<file path="config.mk">
export PLATFORM = sky130hd
export DESIGN_NAME = grb_register_bank
export DESIGN_NICKNAME = d
export VERILOG_FILES = /design/src/hdl/grb_pkg.sv /design/src/hdl/grb_timer_if.sv /design/src/hdl/grb_meas_timer.sv /design/src/hdl/grb_register_bank.sv
export SDC_FILE = /design/constraint.sdc
export NUM_CORES = 1
export LEC_CHECK = 0
export BUFFER_PORTS_ARGS = -buffer_cell sky130_fd_sc_hd__clkbuf_2
export CAP_MARGIN = 20
export CORE_ASPECT_RATIO = 1.25
export CORE_UTILIZATION = 52
export DETAILED_ROUTE_END_ITERATION = 10
export PLACE_DENSITY = 0.75
export SLEW_MARGIN = 15
export SYNTH_ARGS = -nofsm -noshare
export SYNTH_HDL_FRONTEND = slang
export SYNTH_HIERARCHICAL = 1
export SYNTH_SLANG_ARGS = --single-unit
</file>
<file path="constraint.sdc">
create_clock -name i_sys_clk -period 9.2 [get_ports i_sys_clk]
set_clock_uncertainty 0.1 [all_clocks]
set_input_delay 0.46 -clock i_sys_clk [delete_from_list [all_inputs] [get_ports i_sys_clk]]
set_output_delay 0.46 -clock i_sys_clk [all_outputs]
set_load 0.01 [all_outputs]
</file>
<file path="src/hdl/grb_pkg.sv">
// constants shared by the gauge register bank and its measurement timer
package grb_pkg;
  // ----------------------------------------------------------------
  // serial port
  // ----------------------------------------------------------------
  localparam logic [6:0] I2C_ADDR = 7'h36;
  // ----------------------------------------------------------------
  // register offsets
  // ----------------------------------------------------------------
  localparam logic [7:0] OFS_VOLT = 8'h02;
  localparam logic [7:0] OFS_CHARGE = 8'h04;
  localparam logic [7:0] OFS_CMD = 8'h06;
  localparam logic [7:0] OFS_ID = 8'h08;
  localparam logic [7:0] OFS_FLAGS = 8'h0A;
  localparam logic [7:0] OFS_RATE = 8'h0B;
  localparam logic [7:0] OFS_SETTINGS = 8'h0C;
  localparam logic [7:0] OFS_REST = 8'h0E;
  localparam logic [7:0] OFS_FACTORY = 8'hFE;
  // ----------------------------------------------------------------
  // command codes
  // ----------------------------------------------------------------
  localparam logic [15:0] CMD_RESENSE = 16'h4000;
  localparam logic [15:0] CMD_FACTORY_INIT = 16'h5400;
  // ----------------------------------------------------------------
  // field positions and reset values
  // ----------------------------------------------------------------
  localparam int FLG_CHANGE = 5;
  localparam int FLG_LOW = 4;
  localparam int FLG_RESET = 0;
  localparam int CFG_SLEEP = 7;
  localparam int CFG_CHG_EN = 6;
  localparam int CFG_ALERT = 5;
  localparam int THR_W = 5;
  localparam logic [7:0] FLAGS_RST = 8'h01;
  localparam logic [15:0] SETTINGS_RST = 16'h321C;
  localparam logic [7:0] THR_BASE = 8'h20;
  localparam logic [15:0] ONE_PERCENT = 16'h0100;
  // arbitrary value, not tied to any real part
  localparam logic [15:0] PROD_ID_DEF = 16'h0A5A;
  // ----------------------------------------------------------------
  // timing
  // ----------------------------------------------------------------
  localparam int CLK_KHZ = 200000;
  localparam int FIRST_MS = 250;
  localparam int PERIOD_MS = 1000;
  localparam int FIRST_CYC = FIRST_MS * CLK_KHZ;
  localparam int PERIOD_CYC = PERIOD_MS * CLK_KHZ;
endpackage : grb_pkg

</file>
<file path="src/hdl/grb_timer_if.sv">
// carrier between the register bank and its measurement timer
`timescale 1ns/10ps
interface grb_timer_if;
  logic restart;
  logic halt;
  logic publish;
  modport bank (output restart, output halt, input publish);
  modport timer (input restart, input halt, output publish);
endinterface : grb_timer_if

</file>
<file path="src/hdl/grb_meas_timer.sv">
// publish timer: first result after power-on or restart, then periodic
`timescale 1ns/10ps
module grb_meas_timer
  import grb_pkg::*;
#(
  parameter int FIRST_CYCLES = FIRST_CYC,
  parameter int PERIOD_CYCLES = PERIOD_CYC
) (
  // clock and reset
  input wire logic i_sys_clk,
  input wire logic i_resetn,
  input wire logic i_clk_en,
  // bank side
  grb_timer_if.timer tmr
);
  // ----------------------------------------------------------------
  // state
  // ----------------------------------------------------------------
  typedef struct packed {
    logic [31:0] cnt;
    logic publish;
  } grb_tmr_t;

  grb_tmr_t r;
  grb_tmr_t next_r;

  if (FIRST_CYCLES < 1 || PERIOD_CYCLES < 1) begin : g_chk
    $error("timer counts must be at least one cycle");
  end

  // sleep halts the count; a restart behaves like power-on
  always_comb begin
    next_r = r;
    next_r.publish = 1'b0;
    if (tmr.restart) begin
      next_r.cnt = 32'(FIRST_CYCLES - 1);
    end else if (!tmr.halt) begin
      if (r.cnt == 32'h0) begin
        next_r.publish = 1'b1;
        next_r.cnt = 32'(PERIOD_CYCLES - 1);
      end else begin
        next_r.cnt = r.cnt - 32'h1;
      end
    end
  end

  always_ff @(posedge i_sys_clk or negedge i_resetn) begin
    if (!i_resetn) begin
      r.cnt <= 32'(FIRST_CYCLES - 1);
      r.publish <= 1'b0;
    end else if (i_clk_en) begin
      r <= next_r;
    end
  end

  assign tmr.publish = r.publish;
endmodule : grb_meas_timer

</file>
<file path="src/hdl/grb_register_bank.sv">
// gauge register bank behind a serial two-wire slave port
//
// How it works
// - a write lands only when both bytes of the word arrived
// - unlisted addresses read zero and ignore writes
// - voltage word: 12-bit reading in bits 15:4, low nibble zero
// - first result 250 ms after power-on, then every second
// - charge word: whole percent high byte, 1/256 percent low byte
// - 4000h to the command word restarts sensing like power-on
// - 5400h to the factory word resets every register and restarts sensing; the serial port state and pointer are kept
// - id word returns a fixed production value
// - charge-rate byte is read-only, percent per hour
// - tuning byte at 0Ch is read/write, resets to 32h
// - settings bit 7 puts the gauge to sleep, resets to 0
// - settings bit 6 enables the one-percent change flag
// - settings bit 5 is sticky alert, cleared by writing 0
// - bits 4:0 low threshold, 00000 is 32 percent, reset 1Ch
// - a change or low flag setting also sets the alert bit; the reset indicator does not
// - change flag sets on a one-percent move, sticky until cleared
// - low flag sets below threshold, sticky until cleared
// - reset indicator sets at reset, status resets to 01h
// - status: change bit 5, low bit 4, reset indicator bit 0
// - alert pin held low while an alert is pending
// - rising edge on the resense pin restarts sensing
// - slave address 36h, first byte pointer, then data
`timescale 1ns/10ps
module grb_register_bank
  import grb_pkg::*;
#(
  parameter int FIRST_CYCLES = FIRST_CYC,
  parameter int PERIOD_CYCLES = PERIOD_CYC,
  parameter logic [15:0] PROD_ID = PROD_ID_DEF
) (
  // clock and reset
  input wire logic i_sys_clk,
  input wire logic i_resetn,
  input wire logic i_clk_en,
  // two-wire port
  input wire logic i_scl,
  input wire logic i_sda_in,
  output logic o_sda_out,
  output logic o_sda_oe,
  // pins
  input wire logic i_resense_pin,
  output logic o_alert_n,
  // gauge core
  input wire logic [11:0] i_meas_voltage,
  input wire logic [15:0] i_meas_charge,
  input wire logic [7:0] i_meas_rate,
  input wire logic [15:0] i_meas_rest,
  output logic o_restart,
  output logic o_sleep,
  output logic [7:0] o_gauge_tuning
);
  // ----------------------------------------------------------------
  // state
  // ----------------------------------------------------------------
  typedef enum logic [3:0] {
    ST_IDLE, ST_ADDR, ST_ADDR_ACK, ST_PTR, ST_PTR_ACK,
    ST_WDATA, ST_WDATA_ACK, ST_RDATA, ST_RDATA_ACK, ST_WAIT
  } grb_st_t;

  typedef struct packed {
    logic [2:0] scl_q;
    logic [2:0] sda_q;
    logic [2:0] pin_q;
    grb_st_t st;
    logic [3:0] cnt;
    logic [7:0] sh;
    logic ack_on;
    logic rd_acked;
    logic [7:0] ptr;
    logic [7:0] wr_hi;
    logic [7:0] hi_addr;
    logic hi_ok;
    logic [11:0] voltage;
    logic [15:0] charge;
    logic [7:0] rate;
    logic [15:0] rest;
    logic [15:0] ref_charge;
    logic ref_ok;
    logic change_flag;
    logic low_flag;
    logic reset_indicator;
    logic [7:0] gauge_tuning;
    logic sleep;
    logic change_irq_enable;
    logic alert;
    logic [THR_W-1:0] low_charge_threshold;
    logic restart;
    logic sda_out;
    logic sda_oe;
    logic alert_n;
  } grb_bank_t;

  grb_bank_t r;
  grb_bank_t next_r;
  grb_timer_if tmr ();

  grb_meas_timer #(
    .FIRST_CYCLES(FIRST_CYCLES),
    .PERIOD_CYCLES(PERIOD_CYCLES)
  ) u_timer (
    .i_sys_clk(i_sys_clk),
    .i_resetn(i_resetn),
    .i_clk_en(i_clk_en),
    .tmr(tmr.timer)
  );

  assign tmr.restart = r.restart;
  assign tmr.halt = r.sleep;

  // ----------------------------------------------------------------
  // helpers
  // ----------------------------------------------------------------
  function automatic logic [15:0] abs_diff(input logic [15:0] a, input logic [15:0] b);
    abs_diff = (a >= b) ? (a - b) : (b - a);
  endfunction : abs_diff

  function automatic logic [7:0] read_byte(input logic [7:0] a);
    unique case (a)
      OFS_VOLT: read_byte = r.voltage[11:4];
      OFS_VOLT + 8'h01: read_byte = {r.voltage[3:0], 4'h0};
      OFS_CHARGE: read_byte = r.charge[15:8];
      OFS_CHARGE + 8'h01: read_byte = r.charge[7:0];
      OFS_ID: read_byte = PROD_ID[15:8];
      OFS_ID + 8'h01: read_byte = PROD_ID[7:0];
      OFS_FLAGS: read_byte = {2'h0, r.change_flag, r.low_flag, 3'h0, r.reset_indicator};
      OFS_RATE: read_byte = r.rate;
      OFS_SETTINGS: read_byte = r.gauge_tuning;
      OFS_SETTINGS + 8'h01: read_byte = {r.sleep, r.change_irq_enable, r.alert,
                                         r.low_charge_threshold};
      OFS_REST: read_byte = r.rest[15:8];
      OFS_REST + 8'h01: read_byte = r.rest[7:0];
      default: read_byte = 8'h00;
    endcase
  endfunction : read_byte

  // ----------------------------------------------------------------
  // bus edges and word commit
  // ----------------------------------------------------------------
  logic scl_rise;
  logic scl_fall;
  logic bus_start;
  logic bus_stop;
  logic [7:0] wr_byte;
  logic byte_done;
  logic commit;
  logic [15:0] wr_word;
  logic [7:0] wr_base;
  logic hit_resense;
  logic hit_factory;
  logic hit_flags;
  logic hit_settings;
  logic pin_rise;
  logic change_ev;
  logic low_ev;
  logic [7:0] low_level;
  logic [7:0] rd_byte;

  // only the second and third stages are looked at; the first is metastability guard
  assign scl_rise = r.scl_q[1] & ~r.scl_q[2];
  assign scl_fall = ~r.scl_q[1] & r.scl_q[2];
  assign bus_start = r.scl_q[1] & r.scl_q[2] & r.sda_q[2] & ~r.sda_q[1];
  assign bus_stop = r.scl_q[1] & r.scl_q[2] & ~r.sda_q[2] & r.sda_q[1];
  assign pin_rise = r.pin_q[1] & ~r.pin_q[2];
  assign wr_byte = {r.sh[6:0], r.sda_q[1]};
  assign byte_done = (r.st == ST_WDATA) && scl_rise && (r.cnt == 4'h7);
  // high byte must be held for the matching even address, else nothing lands
  assign commit = byte_done && r.ptr[0] && r.hi_ok && (r.hi_addr[7:1] == r.ptr[7:1]);
  assign wr_word = {r.wr_hi, wr_byte};
  assign wr_base = {r.ptr[7:1], 1'b0};
  assign hit_resense = commit && (wr_base == OFS_CMD) && (wr_word == CMD_RESENSE);
  assign hit_factory = commit && (wr_base == OFS_FACTORY) && (wr_word == CMD_FACTORY_INIT);
  // only these two words take data; every read-only word has no write path
  assign hit_flags = commit && (wr_base == OFS_FLAGS);
  assign hit_settings = commit && (wr_base == OFS_SETTINGS);
  // threshold 00000 stands for 32 percent, 11111 for 1 percent
  assign low_level = THR_BASE - {3'h0, r.low_charge_threshold};
  assign change_ev = tmr.publish && r.change_irq_enable && r.ref_ok &&
                     (abs_diff(i_meas_charge, r.ref_charge) >= ONE_PERCENT);
  assign low_ev = tmr.publish && (i_meas_charge[15:8] < low_level);
  assign rd_byte = read_byte(r.ptr);

  // ----------------------------------------------------------------
  // next state
  // ----------------------------------------------------------------
  always_comb begin
    next_r = r;
    next_r.scl_q = {r.scl_q[1:0], i_scl};
    next_r.sda_q = {r.sda_q[1:0], i_sda_in};
    next_r.pin_q = {r.pin_q[1:0], i_resense_pin};
    next_r.restart = hit_resense || pin_rise;

    // serial slave
    if (bus_start) begin
      next_r.st = ST_ADDR;
      next_r.cnt = 4'h0;
      next_r.sda_oe = 1'b0;
      next_r.ack_on = 1'b0;
      next_r.hi_ok = 1'b0;
    end else if (bus_stop) begin
      next_r.st = ST_IDLE;
      next_r.sda_oe = 1'b0;
      next_r.hi_ok = 1'b0;
    end else begin
      unique case (r.st)
        ST_IDLE, ST_WAIT: begin
          next_r.sda_oe = 1'b0;
        end
        ST_ADDR, ST_PTR, ST_WDATA: begin
          if (scl_rise) begin
            next_r.sh = wr_byte;
            next_r.cnt = r.cnt + 4'h1;
            if (r.cnt == 4'h7) begin
              next_r.cnt = 4'h0;
              unique case (r.st)
                ST_ADDR: begin
                  next_r.st = (r.sh[6:0] == I2C_ADDR) ? ST_ADDR_ACK : ST_WAIT;
                  next_r.rd_acked = r.sda_q[1];
                end
                ST_PTR: begin
                  next_r.ptr = wr_byte;
                  next_r.hi_ok = 1'b0;
                  next_r.st = ST_PTR_ACK;
                end
                default: begin
                  if (!r.ptr[0]) begin
                    next_r.wr_hi = wr_byte;
                    next_r.hi_addr = r.ptr;
                    next_r.hi_ok = 1'b1;
                  end else begin
                    next_r.hi_ok = 1'b0;
                  end
                  next_r.ptr = r.ptr + 8'h01;
                  next_r.st = ST_WDATA_ACK;
                end
              endcase
            end
          end
        end
        ST_ADDR_ACK, ST_PTR_ACK, ST_WDATA_ACK: begin
          if (scl_fall) begin
            if (!r.ack_on) begin
              next_r.ack_on = 1'b1;
              next_r.sda_oe = 1'b1;
            end else begin
              next_r.ack_on = 1'b0;
              next_r.sda_oe = 1'b0;
              if (r.st == ST_ADDR_ACK && r.rd_acked) begin
                next_r.sh = rd_byte;
                next_r.sda_oe = ~rd_byte[7];
                next_r.st = ST_RDATA;
              end else begin
                next_r.st = (r.st == ST_ADDR_ACK) ? ST_PTR : ST_WDATA;
              end
            end
          end
        end
        ST_RDATA: begin
          if (scl_rise) begin
            next_r.cnt = r.cnt + 4'h1;
          end else if (scl_fall) begin
            if (r.cnt == 4'h8) begin
              next_r.cnt = 4'h0;
              next_r.sda_oe = 1'b0;
              next_r.ptr = r.ptr + 8'h01;
              next_r.st = ST_RDATA_ACK;
            end else begin
              next_r.sh = {r.sh[6:0], 1'b0};
              next_r.sda_oe = ~r.sh[6];
            end
          end
        end
        ST_RDATA_ACK: begin
          if (scl_rise) begin
            next_r.ack_on = ~r.sda_q[1];
          end else if (scl_fall) begin
            next_r.ack_on = 1'b0;
            if (r.ack_on) begin
              next_r.sh = rd_byte;
              next_r.sda_oe = ~rd_byte[7];
              next_r.st = ST_RDATA;
            end else begin
              next_r.st = ST_WAIT;
            end
          end
        end
      endcase
    end

    // register writes; host clears flags by writing 0, a same-cycle set still wins
    if (hit_flags) begin
      next_r.change_flag = r.change_flag & wr_word[8 + FLG_CHANGE];
      next_r.low_flag = r.low_flag & wr_word[8 + FLG_LOW];
      next_r.reset_indicator = r.reset_indicator & wr_word[8 + FLG_RESET];
    end
    if (hit_settings) begin
      next_r.gauge_tuning = wr_word[15:8];
      next_r.sleep = wr_word[CFG_SLEEP];
      next_r.change_irq_enable = wr_word[CFG_CHG_EN];
      next_r.alert = r.alert & wr_word[CFG_ALERT];
      next_r.low_charge_threshold = wr_word[THR_W-1:0];
    end

    // measurement publish
    if (tmr.publish) begin
      next_r.voltage = i_meas_voltage;
      next_r.charge = i_meas_charge;
      next_r.rate = i_meas_rate;
      next_r.rest = i_meas_rest;
      if (change_ev || !r.ref_ok || !r.change_irq_enable) begin
        next_r.ref_charge = i_meas_charge;
      end
      next_r.ref_ok = 1'b1;
    end
    if (next_r.restart) begin
      next_r.ref_ok = 1'b0;
    end
    if (change_ev) begin
      next_r.change_flag = 1'b1;
    end
    if (low_ev) begin
      next_r.low_flag = 1'b1;
    end
    if (change_ev || low_ev) begin
      next_r.alert = 1'b1;
    end

    // factory init behaves like power-on for every register
    if (hit_factory) begin
      next_r.change_flag = 1'b0;
      next_r.low_flag = 1'b0;
      next_r.reset_indicator = FLAGS_RST[FLG_RESET];
      next_r.gauge_tuning = SETTINGS_RST[15:8];
      next_r.sleep = SETTINGS_RST[CFG_SLEEP];
      next_r.change_irq_enable = SETTINGS_RST[CFG_CHG_EN];
      next_r.alert = SETTINGS_RST[CFG_ALERT];
      next_r.low_charge_threshold = SETTINGS_RST[THR_W-1:0];
      next_r.voltage = 12'h000;
      next_r.charge = 16'h0000;
      next_r.rate = 8'h00;
      next_r.rest = 16'h0000;
      next_r.ref_ok = 1'b0;
      next_r.restart = 1'b1;
    end
    // sleep does not end an alert; only clearing does
    next_r.alert_n = ~(next_r.alert & (next_r.change_flag | next_r.low_flag));
  end

  always_ff @(posedge i_sys_clk or negedge i_resetn) begin
    if (!i_resetn) begin
      r <= '0;
      r.scl_q <= 3'h7;
      r.sda_q <= 3'h7;
      r.st <= ST_IDLE;
      r.reset_indicator <= FLAGS_RST[FLG_RESET];
      r.gauge_tuning <= SETTINGS_RST[15:8];
      r.sleep <= SETTINGS_RST[CFG_SLEEP];
      r.change_irq_enable <= SETTINGS_RST[CFG_CHG_EN];
      r.alert <= SETTINGS_RST[CFG_ALERT];
      r.low_charge_threshold <= SETTINGS_RST[THR_W-1:0];
      r.alert_n <= 1'b1;
    end else if (i_clk_en) begin
      r <= next_r;
    end
  end

  // ----------------------------------------------------------------
  // outputs
  // ----------------------------------------------------------------
  assign o_sda_out = r.sda_out;
  assign o_sda_oe = r.sda_oe;
  assign o_alert_n = r.alert_n;
  assign o_restart = r.restart;
  assign o_sleep = r.sleep;
  assign o_gauge_tuning = r.gauge_tuning;

  // ----------------------------------------------------------------
  // checks
  // ----------------------------------------------------------------
  property p_publish_voltage;
    @(posedge i_sys_clk) disable iff (!i_resetn)
    (tmr.publish && i_clk_en && !hit_factory) |=> (r.voltage == $past(i_meas_voltage));
  endproperty
  a_publish_voltage: assert property (p_publish_voltage) else $error("voltage not published");

  property p_resense_restart;
    @(posedge i_sys_clk) disable iff (!i_resetn)
    (hit_resense && i_clk_en) |=> (o_restart && tmr.restart) ##1 (u_timer.r.cnt != 32'h0);
  endproperty
  a_resense_restart: assert property (p_resense_restart) else $error("no restart");

  property p_factory_init;
    @(posedge i_sys_clk) disable iff (!i_resetn)
    (hit_factory && i_clk_en) |=> (o_gauge_tuning == SETTINGS_RST[15:8]) &&
      r.reset_indicator && !o_sleep && o_restart;
  endproperty
  a_factory_init: assert property (p_factory_init) else $error("factory init failed");

  property p_sleep_write;
    @(posedge i_sys_clk) disable iff (!i_resetn)
    (hit_settings && !hit_factory && i_clk_en) |=> (o_sleep == $past(wr_word[CFG_SLEEP]));
  endproperty
  a_sleep_write: assert property (p_sleep_write) else $error("sleep bit not written");

  property p_tuning_hold;
    @(posedge i_sys_clk) disable iff (!i_resetn)
    !(hit_settings || hit_factory) |=> $stable(o_gauge_tuning);
  endproperty
  a_tuning_hold: assert property (p_tuning_hold) else $error("tuning changed by stray write");

  property p_change_sets;
    @(posedge i_sys_clk) disable iff (!i_resetn)
    (change_ev && i_clk_en && !hit_factory) |=> (r.change_flag && r.alert);
  endproperty
  a_change_sets: assert property (p_change_sets) else $error("change event lost");

  property p_low_sets;
    @(posedge i_sys_clk) disable iff (!i_resetn)
    (low_ev && i_clk_en && !hit_factory) |=> (r.low_flag && r.alert && !o_alert_n);
  endproperty
  a_low_sets: assert property (p_low_sets) else $error("low event lost");

  property p_alert_pin;
    @(posedge i_sys_clk) disable iff (!i_resetn)
    o_alert_n == !(r.alert && (r.change_flag || r.low_flag));
  endproperty
  a_alert_pin: assert property (p_alert_pin) else $error("alert pin mismatch");

  property p_addr_ack;
    @(posedge i_sys_clk) disable iff (!i_resetn)
    (r.st == ST_ADDR && scl_rise && r.cnt == 4'h7 && r.sh[6:0] != I2C_ADDR && !bus_start &&
      !bus_stop && i_clk_en) |=> (r.st == ST_WAIT) [*2];
  endproperty
  a_addr_ack: assert property (p_addr_ack) else $error("foreign address answered");

  c_resense: cover property (@(posedge i_sys_clk) disable iff (!i_resetn) hit_resense);
  c_factory: cover property (@(posedge i_sys_clk) disable iff (!i_resetn) hit_factory);
  c_alert: cover property (@(posedge i_sys_clk) disable iff (!i_resetn) $fell(o_alert_n));
  c_read: cover property (@(posedge i_sys_clk) disable iff (!i_resetn) r.st == ST_RDATA_ACK);
endmodule : grb_register_bank

</file>
; ---- Word-level counts from Yosys, hierarchy flattened
; Index checks and enable logic that the tools add are counted.
[totals]
register_bits = 175
latchBits = 0
ramBits = 0
romBits = 0
out_inout_bits = 13
wordCells = 262
mem_count = 0
[op_classes]
add_sub_neg = 6
mul = 0
div = 0
magnitude_cmp = 3
eq_ne = 62
shifts = 0
muxes = 78
bitwise_logic = 26
n_reduce_logical = 56
[op_table]
columns = operator, n
row1 = two-way mux 16 bit, 7
row2 = two-way mux 8 bit, 12
row3 = one-hot mux 8 bit (12 select lines), 1
row4 = two-way mux 69 bit, 1
row5 = == test 8 x 4 -> 1 bit (second input constant), 8
row6 = two-way mux 32 bit, 2
row7 = two-way mux 26 bit, 2
row8 = two-way mux 52 bit, 1
row9 = != test 4 bit (second input constant), 13
row10 = two-way mux 38 bit, 1
row11 = two-way mux 4 bit, 9
row12 = two-way mux 33 bit, 1
row13 = == test 16 x 15 -> 1 bit (second input constant), 2
row14 = zero test 32 bit, 1
row15 = one-hot mux 8 bit (2 select lines), 2
row16 = one-hot mux 8 bit (4 select lines), 1
row17 = subtractor 16 bit, 2
row18 = subtractor 32 x 1 -> 32 bit (second input constant), 1
row19 = != test 2 bit (second input constant), 15
row20 = two-way mux 1 bit, 25
row21 = two-way mux 21 bit, 1
row22 = == test 4 x 3 -> 1 bit (second input constant), 5
row23 = two-way mux 9 bit, 2
row24 = nonzero test 3 bit, 6
row25 = 44 further kinds, 110

; ---- Depth between registers and ports, before layout
; Gate-level depths: netlist of the first run.
[depth]
ltp_word = 15
mapped_depth = 13

; ---- By module
; Netlist of the first run, hierarchy kept.
[by_module_without_submodules]
columns = mod, n_inst, cells_per_inst, area_each_um2, seq_area_each_um2
row1 = grb_register_bank, 1, 962, 8861.0, 3545.9
row2 = grb_meas_timer, 1, 208, 1908.1, 848.3

; ---- Least setup slack after synthesis of the first run
; OpenSTA, ideal clock, no wires.
[synth_path]
path_kind = input to register
startpoint = in i_meas_charge[10]
endpoint = reg r[39] (netlist name)
arrival_time_ps = 2857
required_ps = 8973
path_slack_ps = 6116
cell_stages = 12
path_cell_list = inv_1 ha_1 buf_4 and4_1 and2_1 a22o_1 a311o_1 o22ai_1 nor4_1 a31o_1 a41oi_4 mux2_1
[synth_rtl]
columns = item, line_no
row1 = from (decl), grb_register_bank.sv:48  ; input wire logic [15:0] i_meas_charge,

==> metrics, run 1 <==
outcome=complete, no violations; Area Overhead vs Synth=9.45%; vias in the first global route=8,899; fraction of the mapped netlist area in adder cells=0.0546; XOR/XNOR share of the synthesized area=0.0285; clock tree buffer depth=2; critical path's top delay family=compound AO/OA/AOI/OAI gates; Synth Warn #=6; Synth Area in Compound Gates=0.231; Routability Congestion=0.929; Setup TNS=0 ns; ANT nets after route=0; die width=131 µm; detailed-route DRC error count=0; std cell rows=58; routed len/inst=19.6 µm; Distinct cells, synth=88; fin nets=1,292; part of the cycle the worst path needs=0.402; Leakage=5.25 nW; Post-Synth Simple-Gate Area=0.172; CP Capture Type=register; Async SR Flop Fraction=1.00; hold crit path type=primary input to async pin; unrepaired setup endpoints after global routing=no; total track usage=0.285; Top Ports=71; layout cells sized above 1=0.164; Synth Instances=1,170; max cap viols=0; post-CTS sizing=0; die height=163 µm; first-pass GRT wire length=47,000 µm; multi-input logic area=5790 µm²; fin. max-slew vios=0; critical-path cell list=ha_1 -> and4_1 -> and2_1 -> a22o_1 -> a311o_1 -> o22ai_1 -> nor4_1 -> a31o_1 -> a41oi_4 -> mux2_1; sequential share of power=0.480; Mapped Area=10,800 µm²; Synth Flop Type=dfrtp_1; CP max FO=16; Port Buf Inserts=69; internal power=1.27 mW; Num CTS Buffers=17; Starting Density=0.534; Setup Fix Bufs, Post-CTS=0; Syn Nets=1,275; Clock transition at path regs=0.08 ns; Vias=9,322; Crit path arrival time=3.92 ns; Die Area=21,300 µm²; core box area=20,200 µm²; Yosys top cell area share=0.330; fmax=270 MHz; switch share=0.311; peak supply drop=0.130 mV; dpl cells=1,436; H-tree depth=4; largest net degree at the start of global routing=96; Post-Layout Cell Count=1,470; Slew Limit Headroom=0.329; Critical-path top delay cell=a41oi_4; Tmin final=3.70 ns; Final setup viols=0; DR pass1 iterations=5; #FFs+latches synth=174; CTS sink cnt=174; Pwr Density=157 nW/µm²; Mean Syn Cell Area=9.20 µm²; CTS tree=yes; Slowest Stage Delay on Critical Path=0.77 ns; main combinational cell family by area after synthesis=compound AO/OA/AOI/OAI gates; clock power share=0.403; kind of critical path=register to register; synth top area cells=dfrtp_1, dfstp_2, ha_1; final WL=28,800 µm; clock latency on the worst-skew pair=0.44 ns; initial DRC count=1,104; Vias/cell=6.34; Startpoint Class=register; Post-synth EDFFs=0; final hold violations=0; Slew @ Worst Pin=0.996 ns; mux cell area share after synthesis=0.0488; filler cell count=1,854; hold_buf cts=0; Inserted Diodes=0; post-DP HPWL=20,500 µm; GR Overflow Total=0; worst path required time=9.42 ns; Bufs and invs on worst path=0; Finished Core Util=0.584; combinational power share=0.118; antenna violations before repair=0; Yosys top cell by area=dfrtp_1; Net Sw Power=0.573 mW; sequential fraction of the synthesis area=0.408; sequential standard cell area=4390 µm²; Root Driver=clkbuf_16
-- cell type report --
class / instances / share of cell area
Multi-Input combinational cell: 857 / 0.491
Sequential cell: 174 / 0.373
Clock buffer: 17 / 0.0361
Timing Repair Buffer: 77 / 0.0358
Tap cell: 270 / 0.0287
Inverter: 60 / 0.0191
Clock inverter: 15 / 0.0166
-- flip-flops by register name, indices dropped and copies added (netlist names) --
signal,cells
r,123
u_timer/r,32
o_gauge_tuning,8
next_r,6
o_alert_n,1
o_restart,1
o_sda_oe,1
o_sleep,1
u_timer/tmr.publish,1
-- synth_stat cells, types with 11 or more instances --
library cell	instances
dfrtp_1	142
a22o_1	56
nor2_1	71
nand2_1	101
a21o_1	12
xor2_1	21
a22oi_1	11
nand4_1	13
nor3_1	36
dfstp_2	32
clkbuf_1	58
mux2_2	27
buf_4	14
xnor2_1	14
ha_1	47
a31oi_1	13
o21ai_0	90
a21oi_1	76
o21ai_1	13
inv_1	59
nor4_1	20
mux2i_1	21
nand3_1	41
-- worst reg2reg max path, delay by kind of cell (launching register included) --
family | cells | cell delay [ns]
AOI/OAI and AO/OA | 5 | 1.66
adders and majority gates | 1 | 0.47
DFF | 1 | 0.40
muxes | 1 | 0.39
and+or+nand+nor | 3 | 0.57
-- through the flow --
stage          setup WS (ns)  cell area (µm²)  hold slack, ns  power, mW
2_1_floorplan           6.12            10800          0.0644       1.02
3_3_place_gp            5.28            11100           0.371       1.11
3_5_place_dp            5.21            11100           0.388       1.11
4_1_cts                 5.49            11800          0.0619       1.85
5_1_grt                 5.32            11800          0.0962       1.92
6_report                5.50            11800          0.0222       1.85
-- cells by family (layout without fill, tap and decap cells) --
group           count (synthesis)  after routing
xor+xnor                       35             35
mux                            49             49
fa+ha+maj                      47             47
compound gates                362            362
buf+inv                       139            169
other cells                     1              1
flops                         174            174
simple gates                  363            363
-- per-layer routing --
layer | vias to the layer above | GRT usage | wire [µm]
met5 | - | 0 | 0
met4 | 0 | 0.124 | 976
met3 | 67 | 0.0443 | 1500
met2 | 378 | 0.468 | 14200
met1 | 4544 | 0.371 | 12100
li1 | 4333 | - | -
-- worst paths after layout --
kind / startpoint / to / slack [ns] / depth (start not counted)
setup / recovery: r[32] / r[39] / 5.50 / 10
hold / removal: i_resetn / r[28] / 0.02 / 1
setup reg to reg: r[32] / r[39] / 5.50 / 10
hold reg to reg: next_r[142] / next_r[143] / 0.39 / 2
max in group asynchronous: i_resetn / r[22] / 7.43 / 2
min in group i_sys_clk: i_meas_rest[8] / r[48] / 0.13 / 2
-- power groups by stage --
| stage | sequential, mW | combinational [mW] | clock (mW) |
|---|---|---|---|
| 2_1_floorplan | 0.864 | 0.159 | 0 |
| 3_3_place_gp | 0.896 | 0.211 | 0 |
| 3_5_place_dp | 0.897 | 0.216 | 0 |
| 4_1_cts | 0.883 | 0.218 | 0.751 |
| 5_1_grt | 0.893 | 0.245 | 0.779 |
| 6_report | 0.885 | 0.217 | 0.743 |
-- layout by cell type (no fill, tap or decap), types with 7 or more instances in the layout --
cell type / n
nor3_1: 36
inv_1: 59
a222oi_1: 8
nor4_1: 20
a22o_1: 56
mux2i_1: 21
nand2_1: 101
nand4_1: 13
mux2_2: 27
dfrtp_1: 142
xnor2_1: 14
xor2_1: 21
nand3_1: 41
a31oi_1: 13
a22oi_1: 11
and2_1: 8
o21ai_0: 90
a21oi_1: 76
and3_1: 9
o31ai_1: 7
nor2b_1: 8
o21ai_1: 12
clkinv_8: 7
dfstp_2: 32
or3_1: 7
nand2b_1: 8
a21o_1: 12
nor2_1: 70
ha_1: 47
clkbuf_2: 69
clkbuf_16: 17
No activity file was read; power rests on OpenSTA's default activity.
==> run 2: changes to the inputs <==
- PLACE_DENSITY: 0.75 -> 0.78
- clock period: 9.2 -> 3.2 ns (I/O delays scaled with it)
==> run 2 against run 1 <==
  * The flow now finishes with violations (negative setup slack)
  * Clock power rose to 2.8 times the previous value
  * First-iteration DRC count is 4.3% higher
  * Final cell count up 7.3%
  * Largest power group unchanged
  * Setup slack lost 5.7 ns
==> metrics, run 2 (synthesized netlist as in run 1, its figures left out) <==
worst slack at placement=0.0294 ns (-5.18 ns); hold crit path type=primary input to register; critical-path cell list=ha_4 -> nor2b_4 -> o31ai_4 -> a21oi_2 -> a221o_1 -> a2111oi_2 -> or4_1 -> o21ai_2 -> a41oi_4 -> buf_12 -> mux2i_1; Starting Density=0.534 (unchanged); internal power=3.72 mW (+190%); most frequent cells in the layout=dfrtp_1, nand2_1, o21ai_0; clock power share=0.384 (-0.019); Net Sw Power=1.63 mW (+180%); die width=131 µm (unchanged); largest net degree at the start of global routing=77 (-20%); H-tree depth=4 (unchanged); CTS tree=yes; final WL=32,600 µm (+13%); Pwr Density=414 nW/µm² (+160%); total track usage=0.313 (+0.0272); filler cell count=1,643 (-11%); Startpoint Class=register; std cell rows=58 (unchanged); ANT nets after route=0 (unchanged); Leakage=5.78 nW (+10%); peak supply drop=0.379 mV (+190%); Critical-path top delay cell=dfrtp_1; initial DRC count=1,151 (+4.3%); clock latency on the worst-skew pair=0.43 ns (about the same); fmax=298 MHz (+10%); detailed-route DRC error count=0 (unchanged); CP max FO=8 (-8); Vias/cell=6.40 (+0.93%); Die Area=21,300 µm² (unchanged); max cap viols=0 (unchanged); Clock transition at path regs=0.08 ns (about the same); combinational power share=0.142 (+0.024); Tmin final=3.36 ns (-0.341 ns); Final setup viols=16 (+16); Inserted Diodes=0 (unchanged); GR Overflow Total=0 (unchanged); outcome=finished, violations left; first-pass GRT wire length=51,300 µm (+9.2%); most common cell after layout, fill and taps aside=dfrtp_1; Slew @ Worst Pin=0.923 ns (-0.0726 ns); Slew Limit Headroom=0.382 (+0.0532); Routability Congestion=0.937 (+0.81%); CP Capture Type=register; kind of critical path=register to register; Slowest Stage Delay on Critical Path=0.44 ns (-0.33 ns); final hold violations=0 (unchanged); max reg flops=123 (unchanged); DR pass1 iterations=9 (+4); post-DP HPWL=21,800 µm (+6.1%); vias in the first global route=9,939 (+12%); worst path required time=3.43 ns (-5.99 ns); Root Driver=clkbuf_16; FF-to-FF path depth=11 (+1); Vias=10.1k (+8.3%); die height=163 µm (unchanged); routed len/inst=20.7 µm (+5.5%); Area Overhead vs Synth=19.9%; CTS sink cnt=174 (unchanged); clock tree buffer depth=2 (unchanged); fin nets=1,399 (+8.3%); fin. max-slew vios=0 (unchanged); layout cells sized above 1=0.207 (+0.0432); Port Buf Inserts=69 (unchanged); switch share=0.304 (-0.00634); hold path depth=2; Most flops, register=r; sequential share of power=0.474 (-0.006); antenna violations before repair=0 (unchanged); Num CTS Buffers=17 (unchanged); Top Ports=71 (unchanged); Worst R2R Setup Slack=-0.16 ns (-5.66 ns); post-route worst setup slack=-0.157 ns (-5.66 ns); core box area=20,200 µm² (unchanged); Crit path arrival time=3.59 ns (-0.33 ns); Setup TNS=-1.03 ns (-1.03 ns); unrepaired setup endpoints after global routing=yes; violated checks=negative setup slack; part of the cycle the worst path needs=1.05 (+0.647)
run 2: routing by layer:
layer | wire [µm] | track usage | vias up
met5 | 0 | 0 | -
met4 | 1780 | 0.170 | 0
met3 | 2020 | 0.0509 | 135
met2 | 16100 | 0.515 | 522
met1 | 12600 | 0.389 | 4889
li1 | - | - | 4548
run 2: worst paths after layout:
check	start	endpoint
max	r[25]	r[25]
min	i_meas_charge[14]	r[78]
max reg2reg	r[25]	r[25]
min reg2reg	r[39]	r[39]
max in group asynchronous	i_resetn	u_timer/r[16]
min in group asynchronous	i_resetn	r[36]
run 2: final cells by class:
class | count | area, µm² | share of cell area
Multi-Input combinational cell | 857 | 5950 | 0.461
Sequential cell | 174 | 4390 | 0.340
Timing Repair Buffer | 184 | 1430 | 0.111
Clock buffer | 18 | 429 | 0.0332
Tap cell | 270 | 338 | 0.0262
Inverter | 60 | 228 | 0.0176
Clock inverter | 14 | 144 | 0.0111
run 2: power groups by stage:
stage | logic, mW | registers (mW) | clock network [mW]
after CTS | 0.727 | 2.53 | 2.06
after detailed placement | 0.664 | 2.56 | 0
after floorplan | 0.457 | 2.48 | 0
final | 0.758 | 2.53 | 2.05
after global routing | 0.840 | 2.55 | 2.16
after global placement | 0.649 | 2.56 | 0
run 2: worst max-delay path, delay by kind of cell, from the launching register on:
family / cells / cell delay [ns]
mux: 1 / 0.29
simple gates: 2 / 0.32
fa+ha+maj: 1 / 0.24
flops: 1 / 0.44
buf+inv: 1 / 0.20
compound gates: 6 / 1.66
run 2: through the flow:
step                cells  total power, mW  cell area (µm²)  hold WS [ns]   util
detailed placement   1481             3.23            11500         0.135  0.570
CTS                  1571             5.32            12700        0.0186  0.627
global placement     1481             3.21            11500         0.127  0.570
global route         1577             5.55            12900        0.0173  0.640
finish               1577             5.34            12900        0.0189  0.640
floorplan            1170             2.94            10800        -0.236      -
run 2: repair_timing:
action,in CTS,in global routing
buffers inserted,0,5
hold endpoints to repair,124,0
setup endpoints to repair,0,17
resized for setup,0,37
hold buffers,58,0
==> run 3: changes to the inputs <==
- CORE_ASPECT_RATIO: 1.25 -> unset
- HOLD_SLACK_MARGIN: unset -> 0.15
- PLACE_DENSITY: 0.78 -> 0.75
- clock period: 3.2 -> 3.55 ns (I/O delays scaled with it)
==> run 3 against run 2 <==
  * The flow now finishes without violations
  * Design area fell by 2.7%
  * Register-to-register slack improved by 0.47 ns
  * Power fell by 9.4%
  * Sequential share of layout area rose by 0.93 points
  * Die area barely moved
  * Via count fell by 2.8%
  * Flip-flop and latch count did not move
  * Clock-buffer cell count did not move
  * Final cell count fell by 1.6%
  * Critical path depth rose by 3
  * Largest cell class unchanged
  * Largest power group unchanged
  * Highest routed layer unchanged
==> metrics, run 3 (synthesized netlist as in run 1, its figures left out) <==
outcome=complete, no violations; Starting Density=0.531 (-0.00329); Setup TNS=0 ns (+1.03 ns); Slew Limit Headroom=0.384 (+0.00182); final hold violations=0 (unchanged); first-pass GRT wire length=49,800 µm (-3.1%); internal power=3.35 mW (-9.9%); initial DRC count=1,024 (-11%); Tmin final=3.34 ns; switch share=0.308 (+0.00420); core box area=20,300 µm² (+0.62%); fin nets=1,373 (-1.9%); Port Buf Inserts=69 (unchanged); fin. max-slew vios=0 (unchanged); Routability Congestion=0.925 (-1.3%); Crit path arrival time=3.60 ns (about the same); GR Overflow Total=0 (unchanged); clock tree buffer depth=2 (unchanged); CP Capture Type=register; Worst R2R Setup Slack=0.31 ns (+0.47 ns); kind of critical path=primary input to register; worst slack at placement=0.269 ns (+0.240 ns); post-route worst setup slack=0.205 ns (+0.363 ns); layout cells sized above 1=0.173 (-0.0348); worst path required time=3.81 ns (+0.38 ns); Top Ports=71 (unchanged); Most flops, register=r; CTS tree=yes; detailed-route DRC error count=0 (unchanged); sequential share of power=0.473 (about the same); Clock transition at path regs=0.08 ns (about the same); clock latency on the worst-skew pair=0.44 ns (about the same); hold crit path type=primary input to async pin; fmax=299 MHz; Area Overhead vs Synth=16.7%; total track usage=0.295 (-0.0172); clock power share=0.394 (+0.010); Vias=9,813 (-2.8%); std cell rows=52 (-10%); Vias/cell=6.33 (-1.2%); Setup Fix Bufs, Post-CTS=0 (unchanged); Inserted Diodes=0 (unchanged); antenna violations before repair=0 (unchanged); Leakage=5.62 nW (-2.8%); largest net degree at the start of global routing=77 (unchanged); ANT nets after route=0 (unchanged); die height=146 µm (-10%); part of the cycle the worst path needs=0.942; Hold Worst Slack=0.233 ns (+0.214 ns); die width=146 µm (+12%); Net Sw Power=1.49 mW (-8.1%); routed len/inst=19.8 µm (-3.9%); H-tree depth=4 (unchanged); combinational power share=0.133 (-0.009); Die Area=21,300 µm² (about the same); DR pass1 iterations=7 (-2); peak supply drop=0.318 mV (-16%); Root Driver=clkbuf_16; most common cell after layout, fill and taps aside=dfrtp_1; post-DP HPWL=20,800 µm (-4.2%); CP Launch Point=i_meas_charge[11]; final WL=30,800 µm (-5.5%); Num CTS Buffers=17 (unchanged); CP max FO=12 (+4); worst reg2reg path startpoint=r[33]; Final setup viols=0 (-16); Slew @ Worst Pin=0.900 ns (-0.0226 ns); Startpoint Class=primary input; unrepaired setup endpoints after global routing=no; most frequent cells in the layout=dfrtp_1, nand2_1, o21ai_0; CTS sink cnt=174 (unchanged); Pwr Density=385 nW/µm² (-6.9%); vias in the first global route=9,384 (-5.6%); max reg flops=123 (unchanged); max cap viols=0 (unchanged)
==> run 3: cell count changes in the layout (fill, tap and decap cells not counted), moves of 2 or more <==
cell	change
clkbuf_2	+2
o21a_1	+2
clkinv_4	-2
ha_4	-5
clkinv_8	+4
dlygate4sd3_1	+2
a21oi_1	+5
inv_1	+2
buf_4	-27
ha_1	+8
a21oi_2	-5
ha_2	-3
==> run 3: layout make-up <==
cell class / count / area [µm²]
well taps: 270 / 338
repair buffers: 158 / 1200
multi-input cells: 857 / 5800
flip-flops and latches: 174 / 4390
clock buffers: 18 / 429
fillers: 1752 / 7740
inverters: 60 / 225
clock inverters: 14 / 175
==> run 3: worst paths after layout <==
path / cells after the start / to
min: 2 / r[130]
max in group asynchronous: 3 / r[48]
max reg2reg: 11 / r[32]
min in group i_sys_clk: 3 / r[52]
max: 14 / r[32]
min reg2reg: 2 / next_r[137]
==> run 3: repair_timing <==
item,CTS,global route
endpoints found under the hold margin,149,0
hold buffers,59,0
endpoints found under the setup margin,0,4
resized for setup,0,3
==> run 3: through the flow <==
stage          total power [mW]  utilization  cells  cell area (µm²)
2_1_floorplan              2.65            -   1170            10800
3_3_place_gp               2.88        0.559   1459            11300
3_5_place_dp               2.90        0.559   1459            11300
4_1_cts                    4.85        0.617   1550            12500
5_1_grt                    5.03        0.619   1551            12600
6_report                   4.84        0.619   1551            12600
==> run 3: power by group through the flow <==
stage	clock, mW	combinational (mW)	sequential, mW
after global placement	0	0.566	2.31
after global routing	2.00	0.719	2.30
after detailed placement	0	0.583	2.32
after floorplan	0	0.412	2.24
final	1.91	0.646	2.29
after CTS	1.93	0.637	2.28
==> run 3: layer usage <==
layer	share of wire	track usage
met2	0.48	0.474
met3	0.071	0.0502
met4	0.023	0.0963
met1	0.43	0.407
met5	0	0
==> run 3: critical path, stage by stage <==
cell           delay (ns)
dlygate4sd3_1        0.55
clkbuf_2             0.18
inv_1                0.08
ha_1                 0.44
and4_1               0.24
and2_1               0.16
a22o_1               0.20
a311o_1              0.31
o22ai_1              0.17
nor4_1               0.08
a31o_1               0.23
a41oi_4              0.36
buf_12               0.21
mux2i_1              0.22
